### config.mk
export PLATFORM = sky130hd
export DESIGN_NAME = bfc_host
export DESIGN_NICKNAME = d
export VERILOG_FILES = /design/src/common/bfc_pkg.sv /design/src/rtl/bfc_cycle.sv /design/src/rtl/bfc_host.sv
export SDC_FILE = /design/constraint.sdc
export NUM_CORES = 1
export LEC_CHECK = 0
export ABC_AREA = 0
export BUFFER_PORTS_ARGS = -buffer_cell sky130_fd_sc_hd__buf_2
export CAP_MARGIN = 20
export CORE_ASPECT_RATIO = 1.75
export CORE_MARGIN = 2
export CORE_UTILIZATION = 30
export CTS_CLUSTER_SIZE = 24
export DETAILED_ROUTE_END_ITERATION = 16
export MAX_ROUTING_LAYER = met4
export PLACE_DENSITY_LB_ADDON = 0.2
export SETUP_SLACK_MARGIN = 0.02
export SLEW_MARGIN = 0
export SYNTH_ARGS = -nofsm -noshare
export SYNTH_HDL_FRONTEND = slang
export SYNTH_SLANG_ARGS = --single-unit
### constraint.sdc
create_clock -name clock -period 1.7 [get_ports clock]
set_input_delay 0.085 -clock clock [delete_from_list [all_inputs] [get_ports clock]]
set_output_delay 0.085 -clock clock [all_outputs]
set_load 0.02 [all_outputs]
### src/common/bfc_pkg.sv
// package: constants and types for the flash bus controller
`default_nettype none
package bfc_pkg;
  // array geometry
  localparam int ADDR_W = 20;
  localparam int DATA_W = 8;
  localparam int BLK_W  = 4;
  // recovery after powerdown release, in ns
  localparam int CLK_NS      = 5;
  localparam int RD_WAKE_NS  = 400;
  localparam int WR_WAKE_NS  = 1000;
  localparam int RD_WAKE_CYC = (RD_WAKE_NS + CLK_NS - 1) / CLK_NS;
  localparam int WR_WAKE_CYC = (WR_WAKE_NS + CLK_NS - 1) / CLK_NS;
  // bus cycle phase length in clocks
  localparam int PHASE_CYC   = 20;
  // command bytes written in the two-write sequences, suspend, resume and read modes
  localparam logic [7:0] CMD_WRITE_SETUP = 8'h40;
  localparam logic [7:0] CMD_ERASE_SETUP = 8'h20;
  localparam logic [7:0] CMD_ERASE_CONF  = 8'hD0;
  localparam logic [7:0] CMD_SUSPEND     = 8'hB0;
  localparam logic [7:0] CMD_RESUME      = 8'hD0;
  localparam logic [7:0] CMD_READ_ARRAY  = 8'hFF;
  localparam logic [7:0] CMD_READ_STATUS = 8'h70;
  // user operations
  typedef enum logic [2:0] {
    BFC_OP_READ    = 3'h0,
    BFC_OP_WRITE   = 3'h1,
    BFC_OP_ERASE   = 3'h2,
    BFC_OP_SUSPEND = 3'h3,
    BFC_OP_RESUME  = 3'h4,
    BFC_OP_STATUS  = 3'h5,
    BFC_OP_ARRAY   = 3'h6
  } bfc_op_t;
endpackage
`default_nettype wire

### src/rtl/bfc_cycle.sv
// one strobed bus cycle on the flash pins: setup, strobe, release
`timescale 1ns/1ps
`default_nettype none
module bfc_cycle
  import bfc_pkg::*;
#(
  parameter int PHASE = PHASE_CYC
) (
  // clock and reset
  input  wire logic              clock,
  input  wire logic              sys_rst,
  // request
  input  wire logic              start,
  input  wire logic              is_write,
  input  wire logic [ADDR_W-1:0] addr,
  input  wire logic [DATA_W-1:0] wdata,
  output logic                   done,
  output logic [DATA_W-1:0]      rdata,
  // flash pins
  output logic                   ce_n,
  output logic                   oe_n,
  output logic                   we_n,
  output logic [ADDR_W-1:0]      address_lines,
  output logic [DATA_W-1:0]      data_lines_o,
  output logic                   data_lines_oe,
  input  wire logic [DATA_W-1:0] data_lines_i
);
  initial begin
    if (PHASE < 2 || PHASE > 255) $error("bfc_cycle: PHASE out of range");
  end

  typedef enum logic [1:0] {
    CY_IDLE   = 2'b00,
    CY_SETUP  = 2'b01,
    CY_STROBE = 2'b11,
    CY_HOLD   = 2'b10
  } bfc_cy_t;

  bfc_cy_t           st_q, st_d;
  logic [7:0]        cnt_q, cnt_d;
  logic              wr_q, wr_d;
  logic [ADDR_W-1:0] a_q, a_d;
  logic [DATA_W-1:0] wd_q, wd_d, rd_q, rd_d;
  logic              last;

  assign last = (cnt_q == 8'(PHASE - 1));

  // next state: address and data stay put through the strobe's rising edge
  always_comb begin
    st_d = st_q;
    cnt_d = last ? 8'h00 : cnt_q + 8'h01;
    wr_d = wr_q;
    a_d = a_q;
    wd_d = wd_q;
    rd_d = rd_q;
    done = 1'b0;
    case (st_q)
      CY_IDLE: begin
        cnt_d = 8'h00;
        if (start) begin
          st_d = CY_SETUP;
          wr_d = is_write;
          a_d = addr;
          wd_d = wdata;
        end
      end
      CY_SETUP:  if (last) st_d = CY_STROBE;
      CY_STROBE: begin
        if (last) begin
          st_d = CY_HOLD;
          if (!wr_q) rd_d = data_lines_i; // sample before oe rises
        end
      end
      CY_HOLD: begin
        if (last) begin
          st_d = CY_IDLE;
          done = 1'b1;
        end
      end
      default: st_d = CY_IDLE;
    endcase
  end

  // registers
  always_ff @(posedge clock) begin
    if (sys_rst) begin
      st_q <= CY_IDLE;
      cnt_q <= 8'h00;
      wr_q <= 1'b0;
      a_q <= '0;
      wd_q <= '0;
      rd_q <= '0;
    end else begin
      st_q <= st_d;
      cnt_q <= cnt_d;
      wr_q <= wr_d;
      a_q <= a_d;
      wd_q <= wd_d;
      rd_q <= rd_d;
    end
  end

  // pin drive: data driven only for writes, oe only for reads
  assign ce_n = (st_q == CY_IDLE);
  assign we_n = !(wr_q && st_q == CY_STROBE);
  assign oe_n = !(!wr_q && st_q == CY_STROBE);
  assign data_lines_oe = wr_q && (st_q != CY_IDLE);
  assign data_lines_o = wd_q;
  assign address_lines = a_q;
  assign rdata = rd_q;
endmodule
`default_nettype wire

### src/rtl/bfc_host.sv
// host controller driving a byte-wide block-erasable flash over its pins
`timescale 1ns/1ps
`default_nettype none
module bfc_host
  import bfc_pkg::*;
#(
  parameter int RD_WAKE = RD_WAKE_CYC,
  parameter int WR_WAKE = WR_WAKE_CYC,
  parameter int PHASE   = PHASE_CYC
) (
  // clock and reset
  input  wire logic              clock,
  input  wire logic              sys_rst,
  // user command port
  input  wire logic              req_valid,
  output logic                   req_ready,
  input  wire logic [2:0]        req_op,
  input  wire logic [ADDR_W-1:0] req_addr,
  input  wire logic [DATA_W-1:0] req_data,
  input  wire logic              pd_request,
  output logic                   rsp_valid,
  output logic [DATA_W-1:0]      rsp_data,
  output logic                   busy,
  // flash pins
  output logic                   ce_n,
  output logic                   oe_n,
  output logic                   we_n,
  output logic                   powerdown_reset_n,
  output logic [ADDR_W-1:0]      address_lines,
  output logic [DATA_W-1:0]      data_lines_o,
  output logic                   data_lines_oe,
  input  wire logic [DATA_W-1:0] data_lines_i,
  input  wire logic              automation_idle
);
  initial begin
    if (RD_WAKE < 1 || WR_WAKE < RD_WAKE || WR_WAKE > 65535)
      $error("bfc_host: wake counts out of range");
  end

  typedef enum logic [2:0] {
    HS_DOWN  = 3'b000,
    HS_WAKE  = 3'b001,
    HS_IDLE  = 3'b011,
    HS_CYC1  = 3'b010,
    HS_CYC2  = 3'b110,
    HS_WAITR = 3'b111,
    HS_DONE  = 3'b101
  } bfc_hs_t;

  bfc_hs_t           st_q, st_d;
  logic [15:0]       wake_q, wake_d;
  logic [2:0]        op_q, op_d;
  logic [ADDR_W-1:0] a_q, a_d;
  logic [DATA_W-1:0] d_q, d_d, rsp_q, rsp_d;
  logic              rv_q, rv_d;
  logic              cy_start, cy_wr, cy_done;
  logic [ADDR_W-1:0] cy_addr;
  logic [DATA_W-1:0] cy_wdata, cy_rdata;
  logic              two_write, is_ctl_op, rd_ok, wr_ok, auto_ok;

  // erase and byte write need two writes, the rest one
  assign two_write = (op_q == BFC_OP_WRITE) || (op_q == BFC_OP_ERASE);
  assign rd_ok = (wake_q >= 16'(RD_WAKE));
  assign wr_ok = (wake_q >= 16'(WR_WAKE));
  // new write or erase only once the automaton is idle
  assign auto_ok = automation_idle;
  // only suspend and status may be sent to a busy automaton
  assign is_ctl_op = (req_op == BFC_OP_SUSPEND) || (req_op == BFC_OP_STATUS);

  // sequencing of the command port onto bus cycles
  always_comb begin
    st_d = st_q;
    wake_d = wake_q;
    op_d = op_q;
    a_d = a_q;
    d_d = d_q;
    rsp_d = rsp_q;
    rv_d = 1'b0;
    cy_start = 1'b0;
    cy_wr = 1'b0;
    cy_addr = a_q;
    cy_wdata = d_q;
    req_ready = 1'b0;
    case (st_q)
      HS_DOWN: begin
        wake_d = 16'h0000;
        if (!pd_request) st_d = HS_WAKE;
      end
      HS_WAKE: begin
        if (wake_q != 16'hFFFF) wake_d = wake_q + 16'h0001;
        if (pd_request) st_d = HS_DOWN;
        else if (wr_ok) st_d = HS_IDLE;
      end
      HS_IDLE: begin
        // a read while busy would meet status data, so reads wait for idle too
        req_ready = !pd_request && rd_ok && wr_ok && (auto_ok || is_ctl_op);
        if (pd_request) begin
          st_d = HS_DOWN;
        end else if (req_valid && req_ready) begin
          op_d = req_op;
          a_d = req_addr;
          d_d = req_data;
          st_d = HS_CYC1;
        end
      end
      HS_CYC1: begin
        // first cycle: setup command for two-write ops, else the single cycle
        cy_start = 1'b1;
        cy_wr = (op_q != BFC_OP_READ);
        case (op_q)
          BFC_OP_WRITE:   cy_wdata = CMD_WRITE_SETUP;
          BFC_OP_ERASE:   cy_wdata = CMD_ERASE_SETUP;
          BFC_OP_SUSPEND: cy_wdata = CMD_SUSPEND;
          BFC_OP_RESUME:  cy_wdata = CMD_RESUME;
          BFC_OP_STATUS:  cy_wdata = CMD_READ_STATUS;
          BFC_OP_ARRAY:   cy_wdata = CMD_READ_ARRAY;
          default:        cy_wdata = d_q;
        endcase
        st_d = HS_WAITR;
        if (two_write) st_d = HS_CYC2;
      end
      HS_CYC2: begin
        // engine takes a start only when idle: wait till it deselects
        if (ce_n) begin
          cy_start = 1'b1;
          cy_wr = 1'b1;
          cy_wdata = (op_q == BFC_OP_ERASE) ? CMD_ERASE_CONF : d_q;
          st_d = HS_WAITR;
        end
      end
      HS_WAITR: begin
        if (cy_done) begin
          rsp_d = cy_rdata;
          st_d = HS_DONE;
        end
      end
      HS_DONE: begin
        rv_d = 1'b1;
        st_d = HS_IDLE;
      end
      default: st_d = HS_DOWN;
    endcase
  end

  // registers
  always_ff @(posedge clock) begin
    if (sys_rst) begin
      st_q <= HS_DOWN;
      wake_q <= 16'h0000;
      op_q <= BFC_OP_READ;
      a_q <= '0;
      d_q <= '0;
      rsp_q <= '0;
      rv_q <= 1'b0;
    end else begin
      st_q <= st_d;
      wake_q <= wake_d;
      op_q <= op_d;
      a_q <= a_d;
      d_q <= d_d;
      rsp_q <= rsp_d;
      rv_q <= rv_d;
    end
  end

  // powerdown pin from a flop; low while held in down state
  logic pd_n_q;
  always_ff @(posedge clock) begin
    if (sys_rst) pd_n_q <= 1'b0;
    else pd_n_q <= (st_d != HS_DOWN);
  end
  assign powerdown_reset_n = pd_n_q;

  assign rsp_valid = rv_q;
  assign rsp_data = rsp_q;
  // busy reflects our own sequencing and the device's automaton
  assign busy = (st_q != HS_IDLE) || !automation_idle;

  // one bus cycle engine, pins deselected between cycles
  bfc_cycle #(
    .PHASE(PHASE)
  ) u_cycle (
    .clock         (clock),
    .sys_rst       (sys_rst),
    .start         (cy_start),
    .is_write      (cy_wr),
    .addr          (cy_addr),
    .wdata         (cy_wdata),
    .done          (cy_done),
    .rdata         (cy_rdata),
    .ce_n          (ce_n),
    .oe_n          (oe_n),
    .we_n          (we_n),
    .address_lines (address_lines),
    .data_lines_o  (data_lines_o),
    .data_lines_oe (data_lines_oe),
    .data_lines_i  (data_lines_i)
  );
endmodule
`default_nettype wire

==> key figures, run 1 <==
Clock tree
  – Root buffer cell: clkbuf_16
  – CTS tree: yes
  – CTS H-tree depth: 3
  – Clk_lat worst skew: 0.34 ns
  – CTS sink count: 107
  – Reg clk slew, reported paths: 0.08 ns
  – Clock tree buffer depth: 2
  – Total CTS buffers: 9

Finish
  – Final-stage net count: 728
  – Area Growth Syn to Fin: 44.0%
  – Post-layout util: 0.439
  – Ant diodes: 0
  – Layout cell share with drive strength beyond 1: 0.313

Power and ir drop
  – Seq pwr share: 0.529
  – Clock network power share: 0.429
  – Switching pwr: 0.00110 W
  – Pwr dens: 733 mW/mm^2
  – Total power draw: 0.00475 W
  – Power Internal: 0.00364 W
  – Logic pwr share: 0.042
  – Max VDD drop: 424 uV
  – Net Sw Frac: 0.233
  – LEAKAGE: 2.62 nW

Timing
  – Min cycle time layout: 1.73 ns
  – Max frequency: 578 MHz
  – Least-Margin Pin Slew: 0.389 ns
  – Setup Viol. Count Final: 12
  – Relative slew slack: 0.741
  – Setup TNS: -0.0828 ns
  – Final hold vios: 0
  – Slew Viols, Final: 0
  – RSZ-0062 raised after global routing: true
  – Clock Skews: 0.00747 ns
  – Hold slack: 0.0170 ns
  – Fin crit share: 1.02
  – PnR worst setup slack: -0.0302 ns

Route
  – Detail Route Antenna Nets: 0
  – Top layer in use: met4
  – Vias per cell: 4.75
  – DRT Wirelength: 12,300 um
  – Initial DRC count: 108
  – WL met2: 6610 um
  – Average wire per standard cell: 14.1 um
  – Pre-antenna DRT Iters: 4
  – Met3 routed WL: 346 um
  – Vias post-DR: 4,130
  – Drt drc: 0
  – M1 wire length: 5050 um

Place
  – Post-place setup slack: -0.103 ns
  – IO Port Bufs: 87
  – Routability-driven placement congestion ratio: 0.852
  – Post-DP HPWL: 8300 um

Synthesis
  – Top_reg_cell synth: dfxtp_1
  – Synthesis Warnings: 0
  – Average cell area after synthesis: 8.70 sq um
  – Syn_nets: 564
  – Cells after Synth: 517
  – Post-synth ARST share: 0
  – Post-synthesis sequential area ratio: 0.476
  – Register bit total from synthesis: 107
  – Distinct cells, synth: 42
  – Post-synth EDFFs: 0
  – Post-Syn Area: 0.00450 sq mm
  – Yosys top cell by area: dfxtp_1
  – Post-synth top area share: 0.476
  – Top post-synthesis cells by area: dfxtp_1 48%, mux2i_1 11%, nor2_1 7.3%, nand2_1 5.7%, a21oi_1 4.6%

GRT
  – Global-route wire length before repair: 20,000 um
  – Total track usage: 0.161
  – Number of global-route vias before repair: 4,187
  – Gr ovfl total: 0
  – Initial antenna violation count: 0
  – Largest net degree at the start of global routing: 37

Floorplan
  – Vert. Die Dim: 166 um
  – Die X: 96.6 um
  – Die ar.: 0.0160 sq mm
  – IO Pins: 88
  – Std cell rows: 59
  – Core Area: 0.0148 sq mm
  – Initial core utilization: 0.305

Worst setup path
  – CP max FO: 2
  – CP startpoint kind: flip-flop
  – Crit-path cells: nor4_2, buf_4, and3_4, or2_2, nor2_1, buf_4
  – R2r setup slk: -0.01 ns
  – Crit path DAT: 1.65 ns
  – Most Frequent Cell on Critical Path: buf_4
  – Origin of the critical flop-to-flop path: wake_q[3]
  – CP max stage delay: 0.35 ns
  – Kind of critical path: flip-flop to output pin
  – CP endpoint kind: output pin
  – Worst Reg-to-Reg Cells: 8
  – CP max stage cell: dfxtp_2
  – Reg-to-reg endpoint: wake_q[14]
  – Worst endpoint required time: 1.62 ns

Run status
  – Status: complete, but fails checks
  – Violated checks: setup timing

Min path
  – Hold_sp: req_op[0]
  – Hold Path Depth: 3
  – Worst hold-check path type: input port to flip-flop
  – Hold Crit Endpoint: op_q[0]

Run
  – Max-Cap Viols: 0
## synthesized netlist by cell type, types with 6 or more instances
| library cell | n |
|---|---|
| nand2b_1 | 6 |
| nand3_1 | 14 |
| xnor2_1 | 15 |
| nor2_1 | 87 |
| mux2i_1 | 48 |
| a21oi_1 | 41 |
| or3_1 | 10 |
| nor3_1 | 6 |
| dfxtp_1 | 107 |
| clkbuf_1 | 26 |
| nor4_1 | 9 |
| o21ai_0 | 15 |
| nand2_1 | 68 |
| nand4_1 | 6 |
## cells by family (layout without fill, tap and decap cells)
family,after synthesis,count (layout),synth area share
fa+ha+maj,3,3,0.00835
mux,49,49,0.109
flops,107,107,0.476
xor+xnor,20,20,0.0390
buf+inv,37,206,0.0367
simple gates,228,228,0.239
compound gates,73,73,0.0910
## worst max path at each step
stage               start    endpoint  slack (ns)  depth (start not counted)
2_1_floorplan     st_q[0]      a_q[0]       -0.02                          6
3_3_place_gp      st_q[2]  wake_q[13]       -0.08                          6
3_5_place_dp      st_q[2]  wake_q[13]       -0.10                          6
4_1_cts         wake_q[5]      d_q[0]       -0.07                          8
5_1_grt           st_q[1]      d_q[2]       -0.14                          7
6_report       wake_q[10]   req_ready       -0.03                          6
## metal layers
metal | vias to the layer above | GRT usage
li1 | 2086 | -
met1 | 1952 | 0.177
met2 | 75 | 0.290
met3 | 17 | 0.0245
met4 | 0 | 0.0490
met5 | - | -
## sequential cells by signal, indices dropped and copies added (netlist names)
name,cells
rsp_data,8
op_q,3
rsp_valid,1
u_cycle.rdata,8
a_q,20
u_cycle.address_lines,20
powerdown_reset_n,1
st_q,3
u_cycle.data_lines_o,8
u_cycle.st_q,2
d_q,8
u_cycle.cnt_q,8
u_cycle.wr_q,1
wake_q,16
## what timing repair did
item                       4_1_cts  5_1_grt
resized for setup               35       33
setup buffers                   10        5
gates cloned                     3        1
setup endpoints to repair       57       98
pin swaps                        8       12
hold buffers                    36        0
hold endpoints to repair        36        0
## area by class of cell
class | instances | area (sq um)
well taps | 183 | 229
fillers | 1481 | 8290
flip-flops and latches | 107 | 2160
clock buffers | 9 | 225
inverters | 5 | 18.8
repair buffers | 185 | 1360
clock inverters | 7 | 61.3
multi-input cells | 373 | 2420
## cell usage in the layout (no fill, tap or decap), types with 4 or more instances in the layout
| cell type | n |
|---|---|
| buf_2 | 86 |
| xor2_1 | 5 |
| nand2b_1 | 5 |
| nand2_1 | 64 |
| nand3_1 | 11 |
| buf_4 | 54 |
| nor2_1 | 87 |
| a21oi_1 | 38 |
| clkbuf_16 | 9 |
| xnor2_1 | 15 |
| or3_1 | 8 |
| o21ai_0 | 15 |
| nor3_1 | 4 |
| dlygate4sd3_1 | 36 |
| inv_1 | 5 |
| nor4_4 | 7 |
| mux2i_1 | 48 |
| nor2b_1 | 5 |
| nand4_1 | 6 |
| dfxtp_1 | 92 |
| dfxtp_2 | 15 |
| buf_12 | 5 |
## power groups by stage
stage	registers [W]	logic (W)	clock network, W
4_1_cts	0.00251	0.000199	0.00211
2_1_floorplan	0.00257	0.0000518	0
3_5_place_dp	0.00257	0.000134	0
3_3_place_gp	0.00257	0.000134	0
6_report	0.00251	0.000199	0.00204
5_1_grt	0.00251	0.000217	0.00221
## worst max-delay path: cells and delay by family, from the launching register on
kind / cells / cell delay [ns]
flip-flops: 1 / 0.35
AND/OR/NAND/NOR: 4 / 0.67
buffers and inverters: 2 / 0.29
## stage by stage
| stage | area, sq um | instances |
|---|---|---|
| global placement | 5430 | 802 |
| CTS | 6350 | 867 |
| global route | 6480 | 869 |
| detailed placement | 5430 | 802 |
| floorplan | 4510 | 517 |
| finish | 6480 | 869 |
Power figures use the tool's default switching activity.
==> run 2: changes to the inputs <==
--- a/config.mk
+++ b/config.mk
@@ -10,7 +10,8 @@
 export CAP_MARGIN = 20
 export CORE_ASPECT_RATIO = 1.75
 export CORE_MARGIN = 2
-export CORE_UTILIZATION = 30
+export CORE_UTILIZATION = 51
+export CTS_BUF_LIST = sky130_fd_sc_hd__clkbuf_4 sky130_fd_sc_hd__clkbuf_8
 export CTS_CLUSTER_SIZE = 24
 export DETAILED_ROUTE_END_ITERATION = 16
 export MAX_ROUTING_LAYER = met4
==> key figures, run 2 (same netlist as run 1, synthesis figures left out) <==
Timing
  – Final hold vios: 0 (unchanged)
  – Slew Viols, Final: 0 (unchanged)
  – RSZ-0062 raised after global routing: true
  – Min cycle time layout: 1.79 ns (+0.0603 ns)
  – Relative slew slack: 0.739 (-0.00232)
  – Fin crit share: 1.05 (+0.0355)
  – PnR worst setup slack: -0.0905 ns (-0.0603 ns)
  – Max frequency: 558 MHz (-3.4%)
  – Clock Skews: 0.0132 ns (+0.00576 ns)
  – Least-Margin Pin Slew: 0.392 ns (+0.00348 ns)
  – Setup Viol. Count Final: 30 (+18)
  – Setup TNS: -0.793 ns (-0.710 ns)

Min path
  – Worst hold-check path type: input port to flip-flop

Finish
  – Post-layout util: 0.734 (+0.296)
  – Layout cell share with drive strength beyond 1: 0.311 (-0.00246)
  – Most frequent cells in the layout: 92 x dfxtp_1, 87 x buf_2, 86 x nor2_1, 65 x nand2_1, 51 x buf_4
  – Area Growth Syn to Fin: 40.7%
  – Final-stage net count: 727 (-0.14%)
  – Most common cell after layout, fill and taps aside: dfxtp_1
  – Ant diodes: 0 (unchanged)

Clock tree
  – CTS tree: yes
  – Root buffer cell: clkbuf_8
  – Clock tree buffer depth: 2 (unchanged)
  – Clk_lat worst skew: 0.38 ns (+0.04 ns)
  – CTS sink count: 107 (unchanged)
  – CTS H-tree depth: 3 (unchanged)
  – Reg clk slew, reported paths: 0.11 ns (+0.03 ns)
  – Total CTS buffers: 9 (unchanged)

Floorplan
  – Die ar.: 0.00961 sq mm (-40%)
  – IO Pins: 88 (unchanged)
  – Std cell rows: 45 (-24%)
  – Initial core utilization: 0.522 (+0.217)
  – Core Area: 0.00861 sq mm (-42%)
  – Die X: 75.0 um (-22%)
  – Vert. Die Dim: 128 um (-23%)

Route
  – Pre-antenna DRT Iters: 4 (unchanged)
  – Vias per cell: 5.23 (+10%)
  – WL met2: 6870 um (+3.9%)
  – M1 wire length: 4640 um (-7.9%)
  – Drt drc: 0 (unchanged)
  – Initial DRC count: 148 (+37%)
  – Vias post-DR: 4,191 (+1.5%)
  – Top layer in use: met4
  – Detail Route Antenna Nets: 0 (unchanged)
  – DRT Wirelength: 12,300 um (+0.62%)
  – Met3 routed WL: 440 um (+27%)
  – Average wire per standard cell: 15.4 um (+9.0%)

Power and ir drop
  – Net Sw Frac: 0.234 (+0.000807)
  – Max VDD drop: 738 uV (+74%)
  – Pwr dens: 692 mW/mm^2 (-5.6%)
  – Switching pwr: 0.00102 W (-7.4%)
  – Seq pwr share: 0.573 (+0.044)
  – Power Internal: 0.00335 W (-7.9%)
  – LEAKAGE: 2.57 nW (-1.8%)
  – Logic pwr share: 0.047 (+0.005)
  – Clock network power share: 0.379 (-0.050)

Worst setup path
  – Kind of critical path: flip-flop to flip-flop
  – Worst endpoint required time: 1.95 ns (+0.33 ns)
  – CP endpoint kind: flip-flop
  – CP max FO: 8 (+6)
  – CP startpoint kind: flip-flop
  – Crit path DAT: 2.04 ns (+0.39 ns)
  – R2r setup slk: -0.09 ns (-0.08 ns)

GRT
  – Initial antenna violation count: 0 (unchanged)
  – Number of global-route vias before repair: 4,172 (-0.36%)
  – Gr ovfl total: 0 (unchanged)
  – Total track usage: 0.265 (+0.104)
  – Largest net degree at the start of global routing: 32 (-14%)
  – Global-route wire length before repair: 19,200 um (-4.0%)

Run
  – Max-Cap Viols: 0 (unchanged)

Place
  – IO Port Bufs: 87 (unchanged)
  – Post-DP HPWL: 7610 um (-8.3%)
  – Routability-driven placement congestion ratio: 0.840 (-1.4%)

Run status
  – Violated checks: setup timing
  – Status: complete, but fails checks
==> run 2: path summary, 6_finish.rpt <==
| kind | from | end | depth (start not counted) |
|---|---|---|---|
| max | st_q[1] | d_q[1] | 7 |
| min | req_op[1] | op_q[1] | 3 |
| max reg2reg | st_q[1] | d_q[1] | 7 |
| min reg2reg | a_q[3] | u_cycle.address_lines[3] | 2 |
==> run 2: final cells by class <==
class | count | area, sq um
Fill cell | 636 | 2290
Sequential cell | 107 | 2160
Clock inverter | 6 | 78.8
Inverter | 5 | 18.8
Clock buffer | 10 | 131
Multi-Input combinational cell | 373 | 2400
Tap cell | 117 | 146
Timing Repair Buffer | 184 | 1390
==> run 2: per-stage QoR <==
step           worst slack [ns]  total power (W)  instance area, sq um  cells  hold WS (ns)
2_1_floorplan           -0.0244          0.00262                  4510    517         0.229
5_1_grt                  -0.169          0.00451                  6330    802        0.0194
3_3_place_gp            -0.0317          0.00270                  5330    734         0.318
4_1_cts                 -0.0243          0.00440                  6120    795       0.00672
3_5_place_dp            -0.0983          0.00270                  5330    734         0.328
6_report                -0.0905          0.00438                  6330    802       0.00916
==> run 2: critical path, cell delays in order, from the launching register on <==
cell,delay (ns)
dfxtp_2,0.35
nand2_2,0.06
or3_4,0.34
nor4b_4,0.26
buf_4,0.21
buf_12,0.15
mux2i_1,0.23
nor2_1,0.08
==> run 2: power groups by stage <==
stage	registers, W	logic, W	clock network (W)
after floorplan	0.00257	0.0000518	0
after global placement	0.00257	0.000131	0
after detailed placement	0.00257	0.000134	0
after CTS	0.00251	0.000201	0.00169
after global routing	0.00251	0.000223	0.00178
final	0.00251	0.000207	0.00166
==> run 2: repair_timing <==
action / in CTS / in global routing
setup buffers: 5 / 7
endpoints found under the hold margin: 37 / 0
cloned: 3 / 1
pin swaps: 6 / 13
resized for setup: 26 / 29
hold buffers: 37 / 0
endpoints found under the setup margin: 36 / 65
==> run 2: per-layer routing <==
metal  up-vias  track usage
met5         -            -
met4         0        0.118
met3        30       0.0456
met2       105        0.463
met1      1979        0.282
li1       2077            -
